**config.mk**
```make
export PLATFORM = sky130hd
export DESIGN_NAME = acr_main_config
export DESIGN_NICKNAME = d
export VERILOG_FILES = /design/src/acr_pkg.sv /design/src/acr_cal_launch.sv /design/src/acr_des_decode.sv /design/src/acr_main_config.sv
export SDC_FILE = /design/constraint.sdc
export NUM_CORES = 1
export LEC_CHECK = 0
export BUFFER_PORTS_ARGS = -buffer_cell sky130_fd_sc_hd__clkbuf_2
export CORE_ASPECT_RATIO = 0.7
export CORE_UTILIZATION = 45
export CTS_BUF_LIST = sky130_fd_sc_hd__clkbuf_4 sky130_fd_sc_hd__clkbuf_8 sky130_fd_sc_hd__clkbuf_16
export DETAILED_ROUTE_END_ITERATION = 8
export PLACE_DENSITY_LB_ADDON = 0.25
export SYNTH_ARGS = -nofsm -noshare
export SYNTH_HDL_FRONTEND = slang
export SYNTH_SLANG_ARGS = --single-unit
```
**constraint.sdc**
```tcl
create_clock -name i_clk -period 2.1 [get_ports i_clk]
set_input_delay 0.105 -clock i_clk [delete_from_list [all_inputs] [get_ports i_clk]]
set_output_delay 0.105 -clock i_clk [all_outputs]
set_load 0.1 [all_outputs]
```
**src/acr_pkg.sv**
```systemverilog
// Constants shared by the configuration register block and its helpers.
// Assumes a single 50 MHz clock domain and a host-driven serial control port.
package acr_pkg;
    localparam logic [3:0] ACR_MAIN_CFG_ADDR = 4'h0;
    localparam int unsigned ACR_CFG_W = 16;
    localparam logic [15:0] ACR_CFG_RESET = 16'h2000;
    localparam int unsigned ACR_BIT_CAL = 15;
    localparam int unsigned ACR_BIT_PHASE = 14;
    localparam int unsigned ACR_BIT_PD_I = 11;
    localparam int unsigned ACR_BIT_PD_Q = 10;
    localparam int unsigned ACR_BIT_RSV9 = 9;
    localparam int unsigned ACR_BIT_LOW_RATE = 8;
    localparam int unsigned ACR_BIT_DES = 7;
    localparam int unsigned ACR_BIT_DE_Q = 6;
    localparam int unsigned ACR_BIT_DE_JOIN = 5;
    localparam int unsigned ACR_BIT_FMT = 4;
    localparam int unsigned ACR_BIT_STAMP = 3;
    localparam int unsigned ACR_BIT_SINGLE_RATE = 2;
    // Serial frame: read flag, three header bits, four address bits, sixteen data bits.
    localparam logic [4:0] ACR_FRAME_BITS = 5'h18;
    localparam logic [4:0] ACR_ADDR_FIRST = 5'h04;
    localparam logic [4:0] ACR_DATA_FIRST = 5'h08;
    typedef enum logic [2:0] {
        ACR_DES_OFF,
        ACR_DES_I,
        ACR_DES_Q,
        ACR_DES_IQ,
        ACR_DES_CLKIQ,
        ACR_DES_BAD
    } acr_des_mode_t;
endpackage

```
**src/acr_cal_launch.sv**
```systemverilog
// Calibration launcher: one start pulse per rise of the combined request.
// Assumes a reset already synchronised to i_clk.
`timescale 1ns/1ns
`default_nettype none
module acr_cal_launch
    import acr_pkg::*;
(
    input wire logic i_clk,
    input wire logic i_rst_b,
    input wire logic i_cal_bit,
    input wire logic i_cal_pin,
    output logic o_cal_start
);
    logic req;
    logic req_prev_r;
    logic req_prev_nxt;
    logic start_r;
    logic start_nxt;

    // A held request never relaunches; both sources must fall first.
    always_comb begin
        req = i_cal_bit | i_cal_pin;
        req_prev_nxt = req;
        start_nxt = req & ~req_prev_r;
    end

    always_ff @(posedge i_clk or negedge i_rst_b) begin
        if (!i_rst_b) begin
            req_prev_r <= 1'b0;
            start_r <= 1'b0;
        end else begin
            req_prev_r <= req_prev_nxt;
            start_r <= start_nxt;
        end
    end

    assign o_cal_start = start_r;

    cal_rearm_a: assert property (@(posedge i_clk) disable iff (!i_rst_b)
        o_cal_start |-> $past(!(i_cal_bit | i_cal_pin), 2))
        else $error("Calibration started without both sources low first.");
    cal_launch_a: assert property (@(posedge i_clk) disable iff (!i_rst_b)
        (!req_prev_r && (i_cal_bit | i_cal_pin)) |=> o_cal_start)
        else $error("Calibration request did not launch.");
endmodule
`default_nettype wire

```
**src/acr_des_decode.sv**
```systemverilog
// Dual-edge sampling mode decoder from the three mode bits and the clock-join flag.
// Assumes a reset already synchronised to i_clk.
`timescale 1ns/1ns
`default_nettype none
module acr_des_decode
    import acr_pkg::*;
(
    input wire logic i_clk,
    input wire logic i_rst_b,
    input wire logic [2:0] i_mode_bits,
    input wire logic i_clock_joined,
    output acr_des_mode_t o_mode,
    output logic o_joined
);
    acr_des_mode_t mode_r;
    acr_des_mode_t mode_nxt;
    logic joined_r;
    logic joined_nxt;

    always_comb begin
        case ({i_mode_bits, i_clock_joined})
            4'h0: mode_nxt = ACR_DES_OFF;
            4'h8: mode_nxt = ACR_DES_I;
            4'hc: mode_nxt = ACR_DES_Q;
            4'ha: mode_nxt = ACR_DES_IQ;
            4'h1: mode_nxt = ACR_DES_CLKIQ;
            default: mode_nxt = ACR_DES_BAD;
        endcase
        // Inputs are joined only in the two joined modes; otherwise kept apart.
        joined_nxt = (mode_nxt == ACR_DES_IQ) || (mode_nxt == ACR_DES_CLKIQ);
    end

    always_ff @(posedge i_clk or negedge i_rst_b) begin
        if (!i_rst_b) begin
            mode_r <= ACR_DES_OFF;
            joined_r <= 1'b0;
        end else begin
            mode_r <= mode_nxt;
            joined_r <= joined_nxt;
        end
    end

    assign o_mode = mode_r;
    assign o_joined = joined_r;

    des_q_sel_a: assert property (@(posedge i_clk) disable iff (!i_rst_b)
        (i_mode_bits == 3'h6 && !i_clock_joined) |=> (o_mode == ACR_DES_Q))
        else $error("Q input not selected in dual-edge mode.");
endmodule
`default_nettype wire

```
**src/acr_main_config.sv**
```systemverilog
// Main configuration register with its serial control port and decoded controls.
// Assumes the host drives the serial pins synchronously to i_clk.
`timescale 1ns/1ns
`default_nettype none
module acr_main_config
    import acr_pkg::*;
(
    input wire logic i_clk,
    input wire logic i_rst_b,
    input wire logic i_extended_control_mode,
    input wire logic i_cal_pin,
    input wire logic i_i_channel_power_down_pin,
    input wire logic i_q_channel_power_down_pin,
    input wire logic i_clock_joined_mode,
    input wire logic i_scs_b,
    input wire logic i_sclk,
    input wire logic i_sdi,
    output logic o_sdo,
    output logic o_sdo_oe,
    output logic o_cal_start,
    output logic o_output_clock_phase_select,
    output logic o_ddr_phase_90,
    output logic o_i_channel_power_down,
    output logic o_q_channel_power_down,
    output logic o_low_rate_clock_select,
    output acr_des_mode_t o_des_mode,
    output logic o_des_mode_illegal,
    output logic o_dual_edge_joined_inputs,
    output logic o_twos_complement_select,
    output logic o_time_stamp_enable,
    output logic o_single_rate_output_select
);
    logic rst_meta_r;
    logic rst_b_s;

    // Reset asserts at once and releases after two clean edges.
    always_ff @(posedge i_clk or negedge i_rst_b) begin
        if (!i_rst_b) begin
            rst_meta_r <= 1'b0;
            rst_b_s <= 1'b0;
        end else begin
            rst_meta_r <= 1'b1;
            rst_b_s <= rst_meta_r;
        end
    end

    // Serial port and stored register.
    logic [15:0] cfg_r;
    logic [15:0] cfg_nxt;
    logic [4:0] bit_cnt_r;
    logic [4:0] bit_cnt_nxt;
    logic [15:0] shift_r;
    logic [15:0] shift_nxt;
    logic [15:0] rdata_r;
    logic [15:0] rdata_nxt;
    logic [3:0] addr_r;
    logic [3:0] addr_nxt;
    logic rw_r;
    logic rw_nxt;
    logic sclk_prev_r;
    logic sdo_r;
    logic sdo_nxt;
    logic sdo_oe_r;
    logic sdo_oe_nxt;
    logic sclk_rise;
    logic wr_commit;

    always_comb begin
        cfg_nxt = cfg_r;
        bit_cnt_nxt = bit_cnt_r;
        shift_nxt = shift_r;
        rdata_nxt = rdata_r;
        addr_nxt = addr_r;
        rw_nxt = rw_r;
        sdo_nxt = sdo_r;
        sdo_oe_nxt = sdo_oe_r;
        wr_commit = 1'b0;
        sclk_rise = i_sclk & ~sclk_prev_r;
        if (i_scs_b) begin
            // Deselect ends any frame; a partial write is dropped.
            bit_cnt_nxt = 5'h00;
            sdo_oe_nxt = 1'b0;
            sdo_nxt = 1'b0;
        end else if (sclk_rise && bit_cnt_r < ACR_FRAME_BITS) begin
            bit_cnt_nxt = bit_cnt_r + 5'h01;
            shift_nxt = {shift_r[14:0], i_sdi};
            if (bit_cnt_r == 5'h00) begin
                rw_nxt = i_sdi;
            end
            if (bit_cnt_r >= ACR_ADDR_FIRST && bit_cnt_r < ACR_DATA_FIRST) begin
                addr_nxt = {addr_r[2:0], i_sdi};
            end
            if (bit_cnt_r == ACR_DATA_FIRST - 5'h01) begin
                // Unmapped addresses read as zero.
                rdata_nxt = ({addr_r[2:0], i_sdi} == ACR_MAIN_CFG_ADDR) ? cfg_r : 16'h0000;
                sdo_nxt = rw_r & rdata_nxt[15];
                sdo_oe_nxt = rw_r;
            end else if (bit_cnt_r >= ACR_DATA_FIRST) begin
                rdata_nxt = {rdata_r[14:0], 1'b0};
                sdo_nxt = rw_r & rdata_r[14];
                if (bit_cnt_r == ACR_FRAME_BITS - 5'h01) begin
                    sdo_oe_nxt = 1'b0;
                end
            end
            if (bit_cnt_r == ACR_FRAME_BITS - 5'h01 && !rw_r && addr_r == ACR_MAIN_CFG_ADDR) begin
                // The calibration bit is stored as written and never self-clears.
                cfg_nxt = {shift_r[14:0], i_sdi};
                wr_commit = 1'b1;
            end
        end
    end

    always_ff @(posedge i_clk or negedge rst_b_s) begin
        if (!rst_b_s) begin
            cfg_r <= ACR_CFG_RESET;
            bit_cnt_r <= 5'h00;
            shift_r <= 16'h0000;
            rdata_r <= 16'h0000;
            addr_r <= 4'h0;
            rw_r <= 1'b0;
            sclk_prev_r <= 1'b0;
            sdo_r <= 1'b0;
            sdo_oe_r <= 1'b0;
        end else begin
            cfg_r <= cfg_nxt;
            bit_cnt_r <= bit_cnt_nxt;
            shift_r <= shift_nxt;
            rdata_r <= rdata_nxt;
            addr_r <= addr_nxt;
            rw_r <= rw_nxt;
            sclk_prev_r <= i_sclk;
            sdo_r <= sdo_nxt;
            sdo_oe_r <= sdo_oe_nxt;
        end
    end

    assign o_sdo = sdo_r;
    assign o_sdo_oe = sdo_oe_r;

    // Decoded controls, all registered.
    logic [15:0] eff;
    logic phase_sel_r;
    logic phase_sel_nxt;
    logic phase_90_r;
    logic phase_90_nxt;
    logic pd_i_r;
    logic pd_i_nxt;
    logic pd_q_r;
    logic pd_q_nxt;
    logic low_rate_r;
    logic low_rate_nxt;
    logic twos_r;
    logic twos_nxt;
    logic stamp_r;
    logic stamp_nxt;
    logic single_r;
    logic single_nxt;
    logic illegal_r;
    logic illegal_nxt;
    logic clk_join;
    acr_des_mode_t des_mode;
    logic des_joined;

    always_comb begin
        // Outside extended control the register is bypassed by its reset value.
        eff = i_extended_control_mode ? cfg_r : ACR_CFG_RESET;
        clk_join = i_extended_control_mode & i_clock_joined_mode;
        phase_sel_nxt = eff[ACR_BIT_PHASE];
        phase_90_nxt = ~eff[ACR_BIT_SINGLE_RATE] & eff[ACR_BIT_PHASE];
        // Power-down pins act in every mode; only the register bits are gated.
        pd_i_nxt = eff[ACR_BIT_PD_I] | i_i_channel_power_down_pin;
        pd_q_nxt = eff[ACR_BIT_PD_Q] | i_q_channel_power_down_pin;
        low_rate_nxt = eff[ACR_BIT_LOW_RATE];
        twos_nxt = eff[ACR_BIT_FMT];
        stamp_nxt = eff[ACR_BIT_STAMP];
        single_nxt = eff[ACR_BIT_SINGLE_RATE];
        illegal_nxt = (des_mode == ACR_DES_BAD);
    end

    always_ff @(posedge i_clk or negedge rst_b_s) begin
        if (!rst_b_s) begin
            phase_sel_r <= 1'b0;
            phase_90_r <= 1'b0;
            pd_i_r <= 1'b0;
            pd_q_r <= 1'b0;
            low_rate_r <= 1'b0;
            twos_r <= 1'b0;
            stamp_r <= 1'b0;
            single_r <= 1'b0;
            illegal_r <= 1'b0;
        end else begin
            phase_sel_r <= phase_sel_nxt;
            phase_90_r <= phase_90_nxt;
            pd_i_r <= pd_i_nxt;
            pd_q_r <= pd_q_nxt;
            low_rate_r <= low_rate_nxt;
            twos_r <= twos_nxt;
            stamp_r <= stamp_nxt;
            single_r <= single_nxt;
            illegal_r <= illegal_nxt;
        end
    end

    acr_cal_launch u_cal (
        .i_clk(i_clk),
        .i_rst_b(rst_b_s),
        .i_cal_bit(eff[ACR_BIT_CAL]),
        .i_cal_pin(i_cal_pin),
        .o_cal_start(o_cal_start)
    );

    acr_des_decode u_des (
        .i_clk(i_clk),
        .i_rst_b(rst_b_s),
        .i_mode_bits(eff[ACR_BIT_DES:ACR_BIT_DE_JOIN]),
        .i_clock_joined(clk_join),
        .o_mode(des_mode),
        .o_joined(des_joined)
    );

    assign o_output_clock_phase_select = phase_sel_r;
    assign o_ddr_phase_90 = phase_90_r;
    assign o_i_channel_power_down = pd_i_r;
    assign o_q_channel_power_down = pd_q_r;
    assign o_low_rate_clock_select = low_rate_r;
    assign o_des_mode = des_mode;
    assign o_des_mode_illegal = illegal_r;
    assign o_dual_edge_joined_inputs = des_joined;
    assign o_twos_complement_select = twos_r;
    assign o_time_stamp_enable = stamp_r;
    assign o_single_rate_output_select = single_r;

    cal_bit_hold_a: assert property (@(posedge i_clk) disable iff (!rst_b_s)
        ($past(cfg_r[ACR_BIT_CAL]) && !$past(wr_commit)) |-> cfg_r[ACR_BIT_CAL])
        else $error("Calibration bit cleared without a host write.");
    ddr_phase_a: assert property (@(posedge i_clk) disable iff (!rst_b_s)
        (i_extended_control_mode && !cfg_r[ACR_BIT_SINGLE_RATE]) |=>
        (o_ddr_phase_90 == $past(cfg_r[ACR_BIT_PHASE])))
        else $error("DDR phase does not follow the phase bit.");
    phase_sel_a: assert property (@(posedge i_clk) disable iff (!rst_b_s)
        i_extended_control_mode |=>
        (o_output_clock_phase_select == $past(cfg_r[ACR_BIT_PHASE])))
        else $error("Phase select does not follow its bit.");
    i_power_down_a: assert property (@(posedge i_clk) disable iff (!rst_b_s)
        (i_extended_control_mode && cfg_r[ACR_BIT_PD_I]) |=> o_i_channel_power_down)
        else $error("I channel not powered down.");
    i_power_pin_a: assert property (@(posedge i_clk) disable iff (!rst_b_s)
        i_i_channel_power_down_pin |=> o_i_channel_power_down)
        else $error("I power-down pin ignored.");
    q_power_bit_a: assert property (@(posedge i_clk) disable iff (!rst_b_s)
        (i_extended_control_mode && !cfg_r[ACR_BIT_PD_Q] && !i_q_channel_power_down_pin)
        |=> !o_q_channel_power_down)
        else $error("Q channel powered down with bit and pin low.");
    q_power_pin_a: assert property (@(posedge i_clk) disable iff (!rst_b_s)
        i_q_channel_power_down_pin |=> o_q_channel_power_down)
        else $error("Q power-down pin ignored.");
    des_enable_a: assert property (@(posedge i_clk) disable iff (!rst_b_s)
        (i_extended_control_mode && cfg_r[7:5] == 3'h4 && !i_clock_joined_mode)
        |=> (o_des_mode == ACR_DES_I))
        else $error("Dual-edge I mode not entered.");
    des_illegal_a: assert property (@(posedge i_clk) disable iff (!rst_b_s)
        (o_des_mode == ACR_DES_BAD) |=> o_des_mode_illegal)
        else $error("Illegal dual-edge setting not flagged.");
    joined_sep_a: assert property (@(posedge i_clk) disable iff (!rst_b_s)
        (!cfg_r[ACR_BIT_DE_JOIN] && !i_clock_joined_mode) |=> !o_dual_edge_joined_inputs)
        else $error("Inputs joined with joined bit clear.");
    format_sel_a: assert property (@(posedge i_clk) disable iff (!rst_b_s)
        i_extended_control_mode |=> (o_twos_complement_select == $past(cfg_r[ACR_BIT_FMT])))
        else $error("Output format does not follow its bit.");
    stamp_en_a: assert property (@(posedge i_clk) disable iff (!rst_b_s)
        i_extended_control_mode |=> (o_time_stamp_enable == $past(cfg_r[ACR_BIT_STAMP])))
        else $error("Time stamp enable does not follow its bit.");
    rate_sel_a: assert property (@(posedge i_clk) disable iff (!rst_b_s)
        (i_extended_control_mode && cfg_r[ACR_BIT_SINGLE_RATE]) |=> o_single_rate_output_select)
        else $error("Single data rate not selected.");
    non_ext_a: assert property (@(posedge i_clk) disable iff (!rst_b_s)
        (!i_extended_control_mode)[*2] |-> (!o_twos_complement_select &&
        !o_time_stamp_enable && !o_single_rate_output_select &&
        (!o_cal_start || $past(i_cal_pin))))
        else $error("Register setting took effect outside extended control.");
    low_rate_a: assert property (@(posedge i_clk) disable iff (!rst_b_s)
        (!i_extended_control_mode) |=> !o_low_rate_clock_select)
        else $error("Low-rate select took effect outside extended control.");
endmodule
`default_nettype wire

```
* Word-level counts from Yosys, hierarchy flattened
Index checks and enable logic that the tools add are counted.
** Word-level totals
- Logic and storage cells :: 88
- Input port bits :: 10
- Flip-flop bits (word level) :: 76
- Output and inout port bits :: 16
** Cells by class
- Mux-type cells :: 16
- Reductions and logical operators :: 21
- Equality and inequality tests :: 9
- Bitwise gates (word level) :: 13
- Add/sub/neg operators :: 1
- Order comparisons :: 4
** Operator list (count)
- $mux W16 :: 2
- $mux W15 :: 2
- $pmux W3 S5 :: 1
- $reduce_and A3 Y1 :: 5
- $eq A4 B4 Y1 const B :: 3
- $logic_not A4 Y1 :: 3
- $mux W5 :: 2
- $mux W1 :: 9
- $and A1 B1 Y1 :: 6
- $eq A3 B3 Y1 const B :: 2
- $reduce_bool A3 Y1 :: 2
- $add A5 B1 Y5 const B :: 1
- $eq A5 B3 Y1 const B :: 1
- $eq A5 B5 Y1 const B :: 1
- $ge A5 B3 Y1 const B :: 1
- $ge A5 B4 Y1 const B :: 1
- $logic_not A5 Y1 :: 1
- $lt A5 B4 Y1 const B :: 1
- $lt A5 B5 Y1 const B :: 1
- $eq A4 B1 Y1 const B :: 1
- $logic_and A1 B1 Y1 :: 4
- $not A1 Y1 :: 4
- $reduce_and A2 Y1 :: 2
- $reduce_bool A2 Y1 :: 2
- other kinds (4) :: 6

* Longest topological paths before layout
- Word-level depth :: 6
- Gate-level depth with buffers :: 7
- Depth with buffers taken out :: 5

* Modules after synthesis
Synthesis repeated with hierarchy kept, for this count alone.
** Second synthesis, totals
- Cell total of the unflattened synthesis :: 244
- Area total of the unflattened synthesis :: 3159.3 um^2
** Modules (own cells, without submodules)
- acr_main_config :: cells an instance 224, times used 1, sequential area each 1752.9 um^2, area each 2911.5 um^2
- acr_des_decode :: cells an instance 16, times used 1, sequential area each 100.1 um^2, area each 181.4 um^2
- acr_cal_launch :: cells an instance 4, times used 1, sequential area each 50.0 um^2, area each 66.3 um^2

* Worst setup path after synthesis
Ideal clock, no wire load.
- Path kind :: reg-to-reg
- Start point :: reg bit_cnt_r[1]
- End point :: reg cfg_r[10]
- Cell stages (with the launch flop) :: 7
- Clock period less this slack :: 1.856 ns
- Library setup time :: 0.125 ns
- Buffers on the path :: 1
- Path slack :: 0.244 ns
- Data required time :: 1.975 ns
- Arrival :: 1.731 ns
- Cells stage by stage :: dfrtp_1 -> ha_1 -> nand3b_4 -> nor4_1 -> nand4_4 -> buf_6 -> mux2_4
** On the way
- Word-level cells in the longest chain between the ends :: 4
- Elaborated cells between the ends (all ways) :: 6
- Those cells by class :: order compare: 1; eq/ne: 1; reduce/logical: 4
** RTL lines
- start, declared :: line acr_main_config.sv:50 : logic [4:0] bit_cnt_r;
- start signal, assigned :: line acr_main_config.sv:126 : bit_cnt_r <= bit_cnt_nxt;
- branches (longest 3 deep; another with $lt A5 B5 Y1)
- $reduce_and A3 Y1 (no line) (*)
- end signal, assigned :: line acr_main_config.sv:125 : cfg_r <= cfg_nxt;
- end, declared :: line acr_main_config.sv:48 : logic [15:0] cfg_r;
Mark *: on every way between the ends.
A chain may end at the register's enable or synchronous reset.

* Worst setup path after layout
- Start point :: reg bit_cnt_r[1]
- End point :: reg cfg_r[9]
Same word-level chain as after synthesis.

==> flow_summary.toml <==
[run_status]
status = "complete, no violations"

[timing]
max_slew.worst_pin.slew_ns = 0.542
setup_viol = 0
fin_tns_setup_ns = 0
fin_crit_sh_pct = 91.7
timing.slew.headroom_pct = 64.0
rsz0062_at_grt = "false"
fin_crit_ns = 1.93
timing.hold.ws_ns = 0.0762
hold_viol_final = 0
clock.fmax_mhz = 519
drv_slew = 0
fin_skew_ns = 0.00787

[synth]
yosysWarnings = 0
synth.avg_cell_area_um2 = 12.7
synth-seq-cells = 76
synthDistinctLibCells = 39
netlist_area_um2 = 3140
syn_inst = 247
synth_nets = 259
seq_area_frac_synth_pct = 60.5

[floorplan]
dieArea_um2 = 7330
num_io_pins = 26
rows = 25
die_w_um = 102
die_height_um = 71.9
start_util_pct = 46.5
core_region_area_um2 = 6760

[cells_and_area]
mostFrequentLayoutCell = "dfrtp_1"
antenna_cells = 0
area_growth_pct = 16.3
n_fill_cell = 617
nNetsFinal = 293
drive_gt1_share_pct = 32.5
regArea_um2 = 1900
multiInputGateArea_um2 = 1150
layout_common_cells = "dfrtp_1, nor2_1, mux2_2"
finalNonFillerCells = 380

[drt]
vias_per_cell = 5.09
wire_per_inst_um = 13.5
routed_wl_um = 5130
dr.pass1.iters = 4
num_vias = 1934
drt_iter0_drc = 119
ant_nets = 0
drc = 0

[power_and_ir_drop]
ir_drop_uv = 294
p_int_w = 0.00227
netSwitchingPower_w = 0.000740
pwr-share-comb_pct = 8.6
seqPwrFrac_pct = 55.5
p_leak_nw = 1.81
powerDensity_nw_per_um2 = 823
swShare_pct = 24.6
p_clk_share_pct = 35.9

[setup_path]
startpoint_type = "flip-flop"
cp_top_family = "simple AND/OR/NAND/NOR gates"
path_cells = "ha_1 -> nand3b_4 -> nor4_1 -> nand4_4 -> buf_12 -> mux2_4"
cpPeakStageDelay_ns = 0.40
critPathArrivalTime_ns = 2.15
worst-setup-path-type = "reg -> reg"
crit_required_ns = 2.33
cp_slowest_cell = "dfrtp_1"
worst-path-max-fanout = 16
cp_num_buf_inv = 1
critPathCaptureType = "flip-flop"

[global_route]
grt_max_degree = 56
track_usage_pct = 16.2
grt_pass1_wl_um = 8890
grt-ovfl-total = 0
antenna_found_initial = 0
grt_pass1_vias = 1834

[placed_design]
gp_congestion = 0.738
dp.cells = 357
port_buffers = 25
hpwlAfterDp_um = 3470

[cts]
htree_levels = 3
cts_sinks = 76
cts_root_buf = "clkbuf_8"
clockBufferDepth = 2
clock_latency_ns = 0.34
clkTransAtPathRegs_ns = 0.07
cts-buffers-inserted = 9
cts-resized-gates = 0
cts_tree = "done"

[flow_run]
cap_violations = 0

[hold_path]
hp-class = "in -> async"
[through the flow]
stage | total power [W] | area [um^2] | setup WS (ns) | utilization, %
3_5_place_dp | 0.00195 | 3380 | -0.00496 | 50.0
5_1_grt | 0.00317 | 3660 | 0.0427 | 54.1
4_1_cts | 0.00305 | 3660 | 0.176 | 54.1
3_3_place_gp | 0.00195 | 3380 | 0.0357 | 50.0
2_1_floorplan | 0.00187 | 3150 | 0.244 | -
6_report | 0.00301 | 3660 | 0.175 | 54.1
[power groups by stage]
stage	Clock, W	Combinational, W	Sequential, W
3_5_place_dp	0	0.000253	0.00170
5_1_grt	0.00119	0.000291	0.00169
3_3_place_gp	0	0.000250	0.00170
6_report	0.00108	0.000259	0.00167
2_1_floorplan	0	0.000152	0.00172
4_1_cts	0.00111	0.000264	0.00167
[area by class of cell]
class / instances / share of cell area [%]
Clock buffer: 10 / 3.59
Clock inverter: 6 / 1.78
Inverter: 4 / 0.411
Multi-Input combinational cell: 151 / 31.5
Sequential cell: 76 / 52.1
Tap cell: 94 / 3.22
Timing Repair Buffer: 39 / 7.39
[repair_timing]
| action | 4_1_cts | 5_1_grt |
|---|---|---|
| setup buffers | 1 | 0 |
| endpoints found under the hold margin | 7 | 0 |
| endpoints found under the setup margin | 15 | 0 |
| hold buffers | 6 | 0 |
[synth_stat cells, drive strengths merged]
cell type	n	area share (%)
nor4	2	0.40
o21ai	2	0.32
conb	1	0.12
nand3	5	0.80
a21o	3	0.72
or4	2	0.48
ha	2	0.80
mux2	36	14
a22oi	15	3.6
clkbuf	10	1.2
xnor2	3	0.84
o21a	2	0.48
a41oi	1	0.28
and2	6	1.3
xor2	1	0.28
nand2	8	0.96
nand2b	1	0.20
nor3	3	0.84
nand4	1	0.68
buf	6	1.4
dfrtp	75	60
a21oi	18	2.9
o41ai	1	0.28
nor3b	1	0.24
dfstp	1	0.84
nor2b	3	0.60
inv	4	0.48
nand4b	1	0.28
nand4bb	1	0.36
nor2	28	3.4
a211oi	1	0.24
nand3b	2	0.88
or3	1	0.20
[kinds of logic after synthesis]
logic type | count (synthesis) | synth area share (%)
buffers and inverters | 20 | 3.02
xor gates and xnor gates | 4 | 1.11
AOI/OAI and AO/OA | 43 | 8.75
and+or+nand+nor | 65 | 11.6
adders and majority gates | 2 | 0.796
muxes | 36 | 14.1
other | 1 | 0.119
DFF | 76 | 60.5
[layer usage]
metal  vias up  wire length [um]  track usage (%)
met2        53              2170             22.4
met4         0                68             6.67
met1       941              2640             23.6
met3         7               265             5.20
met5         -                 0                0
li1        933                 -                -
[flip-flops by register name (all words and copies together), names as in the netlist, 3 cells and up]
signal / count
addr_r: 4
bit_cnt_r: 5
cfg_r: 16
rdata_r: 15
shift_r: 15
u_des.o_mode: 3
[worst paths after layout]
| path | from | to | slack, ns | cells after the start |
|---|---|---|---|---|
| setup / recovery | bit_cnt_r[1]$_DFFE_PN0P_ | cfg_r[9]$_DFFE_PN0P_ | 0.17 | 6 |
| hold / removal | i_rst_b | rst_b_s$_DFF_PN0_ | 0.08 | 2 |
| setup reg to reg | bit_cnt_r[1]$_DFFE_PN0P_ | cfg_r[9]$_DFFE_PN0P_ | 0.17 | 6 |
| hold reg to reg | rst_b_s$_DFF_PN0_ | o_sdo_oe$_DFFE_PN0P_ | 0.22 | 0 |
| max in group asynchronous | rst_b_s$_DFF_PN0_ | cfg_r[13]$_DFFE_PN1P_ | 1.21 | 1 |
| min in group i_clk | i_sdi | cfg_r[0]$_DFFE_PN0P_ | 0.08 | 2 |
[worst reg2reg max path: stages (launching register included)]
cell and delay (ns):
dfrtp_1 0.40, ha_1 0.30, nand3b_4 0.10, nor4_1 0.36, nand4_4 0.15, buf_12 0.19, mux2_4 0.30
(Power assumes the default switching activity.)
